### src/rtl/ccs_pkg.sv
package ccs_pkg;

  // Serial addresses, write and read forms
  localparam logic [7:0] WR_ADDR   = 8'hD2;
  localparam logic [7:0] RD_ADDR   = 8'hD3;
  localparam logic [3:0] BYTE_BITS = 4'h8;
  localparam int         NUM_REGS  = 3;
  localparam logic [2:0] IDX_MAX   = 3'h7;

  // Power-up contents; reads past the implemented bytes return the fill
  localparam logic [7:0] REG0_RST  = 8'h00;
  localparam logic [7:0] REG1_RST  = 8'hFF;
  localparam logic [7:0] REG2_RST  = 8'hFF;
  localparam logic [7:0] READ_FILL = 8'hFF;

  // Field positions of frequency_spread_control
  localparam int R0_TRISTATE    = 0;
  localparam int R0_SPREAD_EN   = 1;
  localparam int R0_SOFT_MSB    = 2;
  localparam int R0_SOFT_SEL    = 3;
  localparam int R0_SOFT_LO     = 4;
  localparam int R0_SPREAD_WIDE = 7;

  // Field positions of host_clock_enables and bus_clock_enables
  localparam int R1_FREE_HOST = 0;
  localparam int R1_HOST_A    = 1;
  localparam int R1_HOST_B    = 2;
  localparam int R1_FREE_MEM  = 3;
  localparam int R2_FREE_BUS  = 6;

  // Gate slots; slots below N_HOST_SRC follow the host source
  localparam int G_FREE_HOST = 0;
  localparam int G_HOST_A    = 1;
  localparam int G_HOST_B    = 2;
  localparam int G_FREE_MEM  = 3;
  localparam int G_IRQ       = 4;
  localparam int G_MEM       = 5;
  localparam int G_FREE_BUS  = 6;
  localparam int G_BUS0      = 7;
  localparam int N_BUS       = 6;
  localparam int N_HOST_SRC  = 6;
  localparam int N_GATES     = 13;

  // Cycles after reset release before the straps are taken
  localparam logic [1:0] STRAP_SETTLE = 2'h2;

  typedef enum logic [2:0] {
    ST_IDLE  = 3'b000,
    ST_ADDR  = 3'b001,
    ST_CMD   = 3'b010,
    ST_COUNT = 3'b011,
    ST_WDATA = 3'b100,
    ST_RDATA = 3'b101
  } ccs_i2c_state_t;

  typedef enum logic [1:0] {
    DIV2 = 2'b00,
    DIV3 = 2'b01,
    DIV4 = 2'b10
  } ccs_div_t;

  // Host frequency in tenths of MHz, indexed by the frequency code
  localparam logic [11:0] HOST_TENTHS [16] = '{
    12'h4D8, 12'h2EE, 12'h341, 12'h29C, 12'h406, 12'h460, 12'h532, 12'h3EB,
    12'h4B0, 12'h47E, 12'h44C, 12'h41A, 12'h578, 12'h5DC, 12'h4D8, 12'h532};

  // Bus divider for the same code
  localparam ccs_div_t BUS_DIV [16] = '{
    DIV3, DIV2, DIV2, DIV2, DIV3, DIV3, DIV3, DIV3,
    DIV3, DIV3, DIV3, DIV3, DIV4, DIV4, DIV4, DIV4};

  // Host half-periods per bus high phase
  function automatic logic [2:0] div_half(input ccs_div_t d);
    unique case (d)
      DIV2:    div_half = 3'h2;
      DIV3:    div_half = 3'h3;
      DIV4:    div_half = 3'h4;
      default: div_half = 3'h3;
    endcase
  endfunction

endpackage

### src/rtl/ccs_clock_gate.sv
`timescale 1ns/10ps
// Stops or starts one clock only after a bus rise and then a fall of its own source
module ccs_clock_gate (
  // Clock and reset
  input  wire logic clock,
  input  wire logic rst_n,
  // Source and control
  input  wire logic src,
  input  wire logic bus_rise,
  input  wire logic want,
  // Gated clock
  output logic      out
);

  logic src_d;
  logic armed;
  logic active;
  logic next_active;

  // Delayed source for fall detection
  always_ff @(posedge clock)
  begin
    if (!rst_n) src_d <= 1'b0;
    else        src_d <= src;
  end

  // Armed by a free bus rise while a change is pending
  always_ff @(posedge clock)
  begin
    if (!rst_n)                armed <= 1'b0;
    else if (want == active)   armed <= 1'b0;
    else if (bus_rise)         armed <= 1'b1; // RQ8
  end

  // Change only on a source fall, so a high phase is never cut short
  assign next_active = (armed && src_d && !src) ? want : active; // RQ8

  always_ff @(posedge clock)
  begin
    if (!rst_n) active <= 1'b0;
    else        active <= next_active;
  end

  // Stopped clock sits low
  always_ff @(posedge clock)
  begin
    if (!rst_n) out <= 1'b0;
    else        out <= src & next_active; // RQ7
  end
endmodule

### src/rtl/ccs_clock_synth_ctrl.sv
`timescale 1ns/10ps
// Functional notes
// RQ1: Code picks host frequency and bus divider
// RQ2: Mode strap latched; selects halt input or reference
// RQ3: Mode one disables both halt inputs
// RQ4: Output runs when enable bit and halt agree
// RQ5: Controller waits 3 ms before enabling outputs; clocks_oe is high from reset, with no wait timer
// RQ6: Host halt stops host, irq, memory; bus halt
// RQ7: Stopped clocks low, final high never shortened
// RQ8: Change after bus rise, then clock's fall
// RQ9: Serial slave with register read-back
// RQ10: Controller sends all preceding bytes to reach one
// RQ11: Registers load defaults at power-up
// RQ12: Write opens with start and write address
// RQ13: Command and count bytes acked, ignored
// RQ14: Each received byte acknowledged by pulling data low
// RQ15: Data bytes fill registers in order until stop
// RQ16: Read address returns registers from zero upward
// RQ17: Register zero bit three selects software code
// RQ18: Spread enable and depth bits
// RQ19: Tristate bit floats every clock output
// RQ20: Host enables in register one, reset ones
// RQ21: Bus enables in register two, reset ones
// RQ22: Frequency straps sampled once after power-up
// RQ23: Free host clock ignores host halt
// RQ24: Foreign address ignored, registers unchanged
module ccs_clock_synth_ctrl (
  // Clock and reset
  input  wire logic        clock,
  input  wire logic        rst_n,
  // Straps and halt pins
  input  wire logic        freq_code_bit0,
  input  wire logic        freq_code_bit1,
  input  wire logic        freq_code_bit2,
  input  wire logic        freq_code_bit3,
  input  wire logic        mode_strap,
  input  wire logic        host_halt_n,
  // Shared reference pin
  input  wire logic        ref_pin_in,
  output logic             reference_clock_out,
  output logic             ref_pin_oe,
  // Serial link
  input  wire logic        serial_clock_line,
  input  wire logic        serial_data_line_in,
  output logic             serial_data_line_out,
  output logic             serial_data_line_oe,
  // Clock outputs
  output logic             free_host_clock,
  output logic             host_clock_a,
  output logic             host_clock_b,
  output logic             free_memory_clock,
  output logic             irq_ctrl_clock,
  output logic             memory_clocks,
  output logic             free_bus_clock,
  output logic [5:0]       bus_clocks,
  output logic             clocks_oe,
  // Synthesizer settings
  output logic [3:0]       freq_code,
  output logic [11:0]      host_freq_tenths,
  output ccs_pkg::ccs_div_t bus_divide,
  output logic             spread_enable,
  output logic             spread_wide
);

  localparam int NSYNC = 9;

  logic [NSYNC-1:0] sync1;
  logic [NSYNC-1:0] sync2;
  logic [1:0]       strap_cnt;
  logic             strap_done;
  logic [3:0]       hw_code;
  logic             mode;
  logic [7:0]       reg0;
  logic [7:0]       reg1;
  logic [7:0]       reg2;
  logic [3:0]       next_code;
  logic             host_src;
  logic             ref_src;
  logic [2:0]       bus_cnt;
  logic             bus_src;
  logic             bus_src_d;
  logic             bus_rise;
  logic             host_run;
  logic             bus_run;
  logic [ccs_pkg::N_GATES-1:0] want;
  logic [ccs_pkg::N_GATES-1:0] src;
  logic [ccs_pkg::N_GATES-1:0] gated;
  logic             scl;
  logic             sda;
  logic             scl_d;
  logic             sda_d;
  logic             scl_rise;
  logic             scl_fall;
  logic             start_cond;
  logic             stop_cond;
  ccs_pkg::ccs_i2c_state_t state;
  logic [3:0]       bitcnt;
  logic [7:0]       shreg;
  logic [7:0]       tx_sh;
  logic             ack_phase;
  logic             master_nack;
  logic [2:0]       idx;
  logic             byte_end;
  logic             wr_en;
  logic [7:0]       rd_byte;

  // Register read decode, shared by the loader and the checks
  function automatic logic [7:0] reg_read(input logic [2:0] i, input logic [7:0] r0,
                                          input logic [7:0] r1, input logic [7:0] r2);
    unique case (i)
      3'h0:    reg_read = r0;
      3'h1:    reg_read = r1;
      3'h2:    reg_read = r2;
      default: reg_read = ccs_pkg::READ_FILL;
    endcase
  endfunction

  // Pins cross two flops before any logic looks at them
  always_ff @(posedge clock)
  begin
    if (!rst_n)
    begin
      sync1 <= '1;
      sync2 <= '1;
    end
    else
    begin
      sync1 <= {serial_data_line_in, serial_clock_line, ref_pin_in, host_halt_n, mode_strap,
                freq_code_bit3, freq_code_bit2, freq_code_bit1, freq_code_bit0};
      sync2 <= sync1;
    end
  end

  // Straps taken once, a few cycles after reset release
  always_ff @(posedge clock)
  begin
    if (!rst_n)
    begin
      strap_cnt  <= 2'h0;
      strap_done <= 1'b0;
      hw_code    <= 4'h0;
      mode       <= 1'b0;
    end
    else if (!strap_done)
    begin
      strap_cnt <= strap_cnt + 2'h1;
      if (strap_cnt == ccs_pkg::STRAP_SETTLE)
      begin
        strap_done <= 1'b1;
        hw_code    <= sync2[3:0]; // RQ22
        mode       <= sync2[4]; // RQ2
      end
    end
  end

  // Hardware or software code into the shared table
  assign next_code = reg0[ccs_pkg::R0_SOFT_SEL] ?
    {reg0[ccs_pkg::R0_SOFT_MSB], reg0[ccs_pkg::R0_SOFT_LO+2:ccs_pkg::R0_SOFT_LO]} :
    hw_code; // RQ17

  always_ff @(posedge clock)
  begin
    if (!rst_n)
    begin
      freq_code        <= 4'h0;
      host_freq_tenths <= ccs_pkg::HOST_TENTHS[0];
      bus_divide       <= ccs_pkg::BUS_DIV[0];
      spread_enable    <= 1'b0;
      spread_wide      <= 1'b0;
    end
    else
    begin
      freq_code        <= next_code;
      host_freq_tenths <= ccs_pkg::HOST_TENTHS[next_code]; // RQ1
      bus_divide       <= ccs_pkg::BUS_DIV[next_code]; // RQ1
      spread_enable    <= reg0[ccs_pkg::R0_SPREAD_EN]; // RQ18
      spread_wide      <= reg0[ccs_pkg::R0_SPREAD_WIDE]; // RQ18
    end
  end

  // Sources: host and reference at half rate, bus high for a divider's worth
  always_ff @(posedge clock)
  begin
    if (!rst_n)
    begin
      host_src  <= 1'b0;
      ref_src   <= 1'b0;
      bus_cnt   <= 3'h0;
      bus_src   <= 1'b0;
      bus_src_d <= 1'b0;
    end
    else
    begin
      host_src  <= ~host_src;
      ref_src   <= ~ref_src;
      bus_src_d <= bus_src;
      if (bus_cnt + 3'h1 >= ccs_pkg::div_half(bus_divide))
      begin
        bus_cnt <= 3'h0;
        bus_src <= ~bus_src; // RQ1
      end
      else bus_cnt <= bus_cnt + 3'h1;
    end
  end

  assign bus_rise = bus_src & ~bus_src_d;

  // Halts count only in mode zero; the reference pin is the bus halt there
  assign host_run = mode | sync2[5]; // RQ3 RQ6
  assign bus_run  = mode | sync2[6]; // RQ2 RQ3 RQ6

  always_comb
  begin
    want = '0;
    src  = '0;
    want[ccs_pkg::G_FREE_HOST] = reg1[ccs_pkg::R1_FREE_HOST]; // RQ20 RQ23
    want[ccs_pkg::G_HOST_A]    = reg1[ccs_pkg::R1_HOST_A] & host_run; // RQ4 RQ6
    want[ccs_pkg::G_HOST_B]    = reg1[ccs_pkg::R1_HOST_B] & host_run; // RQ4 RQ6
    want[ccs_pkg::G_FREE_MEM]  = reg1[ccs_pkg::R1_FREE_MEM]; // RQ20
    want[ccs_pkg::G_IRQ]       = host_run; // RQ6
    want[ccs_pkg::G_MEM]       = host_run; // RQ6
    want[ccs_pkg::G_FREE_BUS]  = reg2[ccs_pkg::R2_FREE_BUS]; // RQ21
    for (int b = 0; b < ccs_pkg::N_BUS; b++)
      want[ccs_pkg::G_BUS0+b] = reg2[b] & bus_run; // RQ4 RQ21
    for (int g = 0; g < ccs_pkg::N_GATES; g++)
      src[g] = (g < ccs_pkg::N_HOST_SRC) ? host_src : bus_src;
  end

  // One glitch-free gate for every stoppable output
  for (genvar g = 0; g < ccs_pkg::N_GATES; g++)
  begin : gen_gate
    ccs_clock_gate u_gate (
      .clock    (clock),
      .rst_n    (rst_n),
      .src      (src[g]),
      .bus_rise (bus_rise),
      .want     (want[g]),
      .out      (gated[g])
    );
  end

  assign free_host_clock     = gated[ccs_pkg::G_FREE_HOST];
  assign host_clock_a        = gated[ccs_pkg::G_HOST_A];
  assign host_clock_b        = gated[ccs_pkg::G_HOST_B];
  assign free_memory_clock   = gated[ccs_pkg::G_FREE_MEM];
  assign irq_ctrl_clock      = gated[ccs_pkg::G_IRQ];
  assign memory_clocks       = gated[ccs_pkg::G_MEM];
  assign free_bus_clock      = gated[ccs_pkg::G_FREE_BUS];
  assign bus_clocks          = gated[ccs_pkg::G_BUS0 +: ccs_pkg::N_BUS];
  assign reference_clock_out = ref_src;
  assign clocks_oe           = ~reg0[ccs_pkg::R0_TRISTATE]; // RQ19
  assign ref_pin_oe          = mode & clocks_oe; // RQ2 RQ19

  // Serial line conditions, read from the second sync stage only
  assign scl        = sync2[7];
  assign sda        = sync2[8];
  assign scl_rise   = scl & ~scl_d;
  assign scl_fall   = ~scl & scl_d;
  assign start_cond = scl & scl_d & sda_d & ~sda;
  assign stop_cond  = scl & scl_d & ~sda_d & sda;
  assign byte_end   = scl_fall && !ack_phase && bitcnt == ccs_pkg::BYTE_BITS;
  assign wr_en      = byte_end && state == ccs_pkg::ST_WDATA && idx < 3'(ccs_pkg::NUM_REGS);
  assign serial_data_line_out = 1'b0;
  assign rd_byte    = reg_read(idx, reg0, reg1, reg2); // RQ9

  always_ff @(posedge clock)
  begin
    if (!rst_n)
    begin
      scl_d <= 1'b1;
      sda_d <= 1'b1;
    end
    else
    begin
      scl_d <= scl;
      sda_d <= sda;
    end
  end

  // Slave sequencer: address, dummy command and count, then data
  always_ff @(posedge clock)
  begin
    if (!rst_n)
    begin
      state <= ccs_pkg::ST_IDLE;
      bitcnt <= 4'h0;
      shreg <= 8'h00;
      tx_sh <= 8'h00;
      ack_phase <= 1'b0;
      master_nack <= 1'b0;
      idx <= 3'h0;
      serial_data_line_oe <= 1'b0;
    end
    else if (start_cond)
    begin
      state <= ccs_pkg::ST_ADDR; // RQ12 RQ16
      bitcnt <= 4'h0;
      ack_phase <= 1'b0;
      idx <= 3'h0;
      serial_data_line_oe <= 1'b0;
    end
    else if (stop_cond)
    begin
      state <= ccs_pkg::ST_IDLE; // RQ15 RQ16
      serial_data_line_oe <= 1'b0;
    end
    else if (state != ccs_pkg::ST_IDLE)
    begin
      if (scl_rise && !ack_phase)
      begin
        shreg <= {shreg[6:0], sda};
        bitcnt <= bitcnt + 4'h1;
      end
      if (scl_rise && ack_phase)
        master_nack <= sda;
      if (byte_end)
      begin
        ack_phase <= 1'b1;
        serial_data_line_oe <= state != ccs_pkg::ST_RDATA; // RQ14 RQ13
        unique case (state)
          ccs_pkg::ST_ADDR:
          begin
            master_nack <= 1'b0;
            if (shreg == ccs_pkg::WR_ADDR)      state <= ccs_pkg::ST_CMD; // RQ12
            else if (shreg == ccs_pkg::RD_ADDR) state <= ccs_pkg::ST_RDATA; // RQ16 RQ9
            else
            begin
              state <= ccs_pkg::ST_IDLE; // RQ24
              serial_data_line_oe <= 1'b0;
            end
          end
          ccs_pkg::ST_CMD:   state <= ccs_pkg::ST_COUNT; // RQ13
          ccs_pkg::ST_COUNT: state <= ccs_pkg::ST_WDATA; // RQ13
          ccs_pkg::ST_WDATA: idx <= (idx == ccs_pkg::IDX_MAX) ? idx : idx + 3'h1; // RQ15
          ccs_pkg::ST_RDATA: idx <= idx;
          default:           state <= ccs_pkg::ST_IDLE;
        endcase
      end
      else if (scl_fall && ack_phase)
      begin
        ack_phase <= 1'b0;
        bitcnt <= 4'h0;
        if (state == ccs_pkg::ST_RDATA && !master_nack)
        begin
          tx_sh <= rd_byte; // RQ16 RQ9
          serial_data_line_oe <= ~rd_byte[7];
          idx <= (idx == ccs_pkg::IDX_MAX) ? idx : idx + 3'h1;
        end
        else
        begin
          serial_data_line_oe <= 1'b0;
          if (state == ccs_pkg::ST_RDATA) state <= ccs_pkg::ST_IDLE;
        end
      end
      else if (scl_fall && state == ccs_pkg::ST_RDATA && bitcnt != 4'h0)
      begin
        serial_data_line_oe <= ~tx_sh[6];
        tx_sh <= {tx_sh[6:0], 1'b0};
      end
    end
  end

  // Control registers; bytes past the last one are acked and dropped
  always_ff @(posedge clock)
  begin
    if (!rst_n)
    begin
      reg0 <= ccs_pkg::REG0_RST; // RQ11 RQ19
      reg1 <= ccs_pkg::REG1_RST; // RQ11 RQ20
      reg2 <= ccs_pkg::REG2_RST; // RQ11 RQ21
    end
    else if (wr_en)
    begin
      if (idx == 3'h0) reg0 <= shreg; // RQ15
      if (idx == 3'h1) reg1 <= shreg; // RQ15
      if (idx == 3'h2) reg2 <= shreg; // RQ15
    end
  end
endmodule

### config.mk
export PLATFORM = sky130hd
export DESIGN_NAME = ccs_clock_synth_ctrl
export DESIGN_NICKNAME = d
export VERILOG_FILES = /design/src/rtl/ccs_pkg.sv /design/src/rtl/ccs_clock_gate.sv /design/src/rtl/ccs_clock_synth_ctrl.sv
export SDC_FILE = /design/constraint.sdc
export NUM_CORES = 1
export LEC_CHECK = 0
export BUFFER_PORTS_ARGS = -buffer_cell sky130_fd_sc_hd__buf_2
export CAP_MARGIN = 20
export CORE_ASPECT_RATIO = 0.5
export CORE_MARGIN = 2
export CORE_UTILIZATION = 55
export DETAILED_ROUTE_END_ITERATION = 10
export PLACE_DENSITY = 0.74
export SYNTH_ARGS = -nofsm -noshare
export SYNTH_HDL_FRONTEND = slang
export SYNTH_SLANG_ARGS = --single-unit
export TNS_END_PERCENT = 10
### constraint.sdc
create_clock -name clock -period 3.2 [get_ports clock]
set_input_delay 0.64 -clock clock [delete_from_list [all_inputs] [get_ports clock]]
set_output_delay 0.64 -clock clock [all_outputs]
set_load 0.005 [all_outputs]
==> qor.yml <==
clocking:
  cts.sinks: 146
  ctsResizeCount: 0
  post_cts.repair.setup_buffers: 0
  hold_buffers: 0
  path_clk_slew_ps: 60
  clk-insertion-delay-late_ps: 410
  cts-root-buf: "clkbuf_16"
  h-tree-depth: 4
  clock_path_buffers: 2
  cts_tree: "done"
  cts_buffers: 17
timing:
  fin_setup_tns_ps: 0
  skew_ps: 7.03
  finalHoldViolCount: 0
  rsz0062_at_grt: "false"
  max_clock_freq_ghz: 0.402
  slew-limit-headroom_pct: 37.0
  setup_viol: 0
  min_period_ps: 2490
  slew_viol_final: 0
  worstMarginPinSlew_ps: 918
  hold_ws_ps: 402
  fin_crit_sh_pct: 77.7
grt:
  grt_overflow: 0
  grt_pass1_vias: 4390
  grt_pass1_wl_mm: 21.2
  grt_max_degree: 66
  antenna_found_initial: 0
  grt_usage_pct: 23.0
worst_setup_path:
  crit_slowest_cell: "mux2i_1"
  critPathMaxStageDelay_ps: 690
  cp_top_family: "multiplexers"
  cp_max_fo: 8
  start_kind: "register"
  worst-path-buf-inv: 1
  crit_arrival_ps: 2800
  crit_type: "register to register"
  critPathCaptureType: "register"
  worstPathCellList: "mux2i_1 -> inv_1 -> ha_1 -> mux4_2 -> and2_1"
  required_ps: 3510
cells_and_area:
  area_growth_pct: 14.8
  layout-drive-gt1-share_pct: 13.1
  antennaDiodeCount: 0
  nNetsFinal: 735
  finish.utilization_pct: 65.8
  layout_common_cells: "dfxtp_1, nand2_1, nand3_1"
  instances_no_fill: 858
  fin_area_um2: 6830
  final_common_cell: "dfxtp_1"
synth:
  synth_area_leaders: "dfxtp_1, nand2_1, nand3_1"
  synth_area_um2: 5950
  ys_warn_count: 0
  synth_top_area_share_pct: 49.1
  synth_cell_types: 54
  synth_seq_cells: 146
  synth_cells: 680
  yosysTopAreaCell: "dfxtp_1"
  syn_avg_cell_area_um2: 8.75
  synth_edf_count: 0
  synth_flop_cell: "dfxtp_1"
  yosysSeqAreaShare_pct: 49.1
  synthArstFlopShare_pct: 0
floorplan:
  dieArea_um2: 11700
  dieWidth_um: 151
  rows: 26
  die_h_um: 77.5
  boundaryPins: 49
  coreArea_um2: 10400
  start_util_pct: 57.3
placement:
  place_inst: 825
  portBuffers: 46
  place_area_um2: 6200
  hpwl_mm: 8.57
  gp_congestion: 0.921
routing:
  drt-total-wl_mm: 13.0
  drt_pass1_iterations: 5
  drc_errors: 0
  drt.antenna.violating_nets: 0
  drtIter0Drc: 378
  wl_per_cell_um: 15.2
  vias: 4852
  avgViaCountPerCell: 5.66
power_and_ir_drop:
  p_leak_nw: 2.80
  peakVddDrop_mv: 0.344
  power.density_nw_per_um2: 717
run:
  drv_cap: 0
worst_hold_path:
  hold_path.class: "primary input to register"
run_status:
  status: "finished clean"
-- final timing paths --
check                                         to  slack (ps)                 start  cells past startpoint
setup / recovery  host_freq_tenths[2]$_SDFF_PN0_         710  reg0[3]$_SDFFE_PN0P_                      5
setup reg to reg  host_freq_tenths[2]$_SDFF_PN0_         710  reg0[3]$_SDFFE_PN0P_                      5
hold / removal               sync1[0]$_SDFF_PN1_         400        freq_code_bit0                      2
hold reg to reg              sync2[4]$_SDFF_PN1_         410   sync1[4]$_SDFF_PN1_                      1
-- layout make-up --
type                    instances  area (um^2)
fillers                       824         3540
flip-flops and latches        146         2920
multi-input cells             473         2760
clock buffers                  20          447
repair buffers                 54          300
clock inverters                12          179
well taps                     140          175
inverters                      13         48.8
-- power by group --
group / switching (mW) / internal, mW / leakage [nW] / total [mW]
combinational: 0.405 / 0.296 / 1.32 / 0.701
clock: 0.764 / 1.33 / 0.297 / 2.09
sequential: 0.108 / 2.00 / 1.19 / 2.11
-- through the flow --
stage | setup slack, ps | power (mW)
floorplan | 982 | 2.62
global placement | 781 | 2.81
global route | 541 | 5.12
CTS | 711 | 4.93
detailed placement | 719 | 2.84
finish | 713 | 4.90
-- Yosys cell counts (all sizes together), types with 2 or more instances --
cell type	count
mux2i	11
or2	3
nor4	3
and3	21
inv	13
clkbuf	35
nand4b	3
nand2b	24
o211ai	9
a211oi	4
xor2	12
o21ai	24
and2	6
nand4	8
nor2b	8
buf	14
o2111ai	2
a32oi	3
a222oi	8
nand2	102
a31oi	5
ha	19
or3	4
dfxtp	146
xnor2	2
nor2	46
nor3	12
and3b	2
a21oi	54
nand3	55
a311oi	2
mux2	2
-- logic make-up (layout without fill, tap and decap cells) --
kind of cell    after synthesis  count (layout)  share of synthesized area, %
compound gates              120             120                          12.7
buf+inv                      62              99                          4.54
xor+xnor                     14              14                          2.06
other cells                   1               2                        0.0630
flops                       146             146                          49.1
simple gates                304             304                          24.9
fa+ha+maj                    19              19                          4.00
mux                          14              14                          2.61
-- routing by layer --
| metal | part of all wire (%) | track usage (%) | vias to the layer above |
|---|---|---|---|
| li1 | - | - | 2411 |
| met1 | 49 | 31.2 | 2274 |
| met2 | 44 | 35.4 | 145 |
| met3 | 5.4 | 5.76 | 22 |
| met4 | 1.5 | 9.16 | 0 |
| met5 | 0 | 0 | - |
-- sequential cells by signal (all words and copies together), names as in the netlist, 9 cells and up, named ones only --
name                   cells
host_freq_tenths          11
sync2                      9
gen_gate.u_gate.armed     13
sync1                      9
gen_gate.u_gate.out       13
Power figures use the tool's default switching activity.
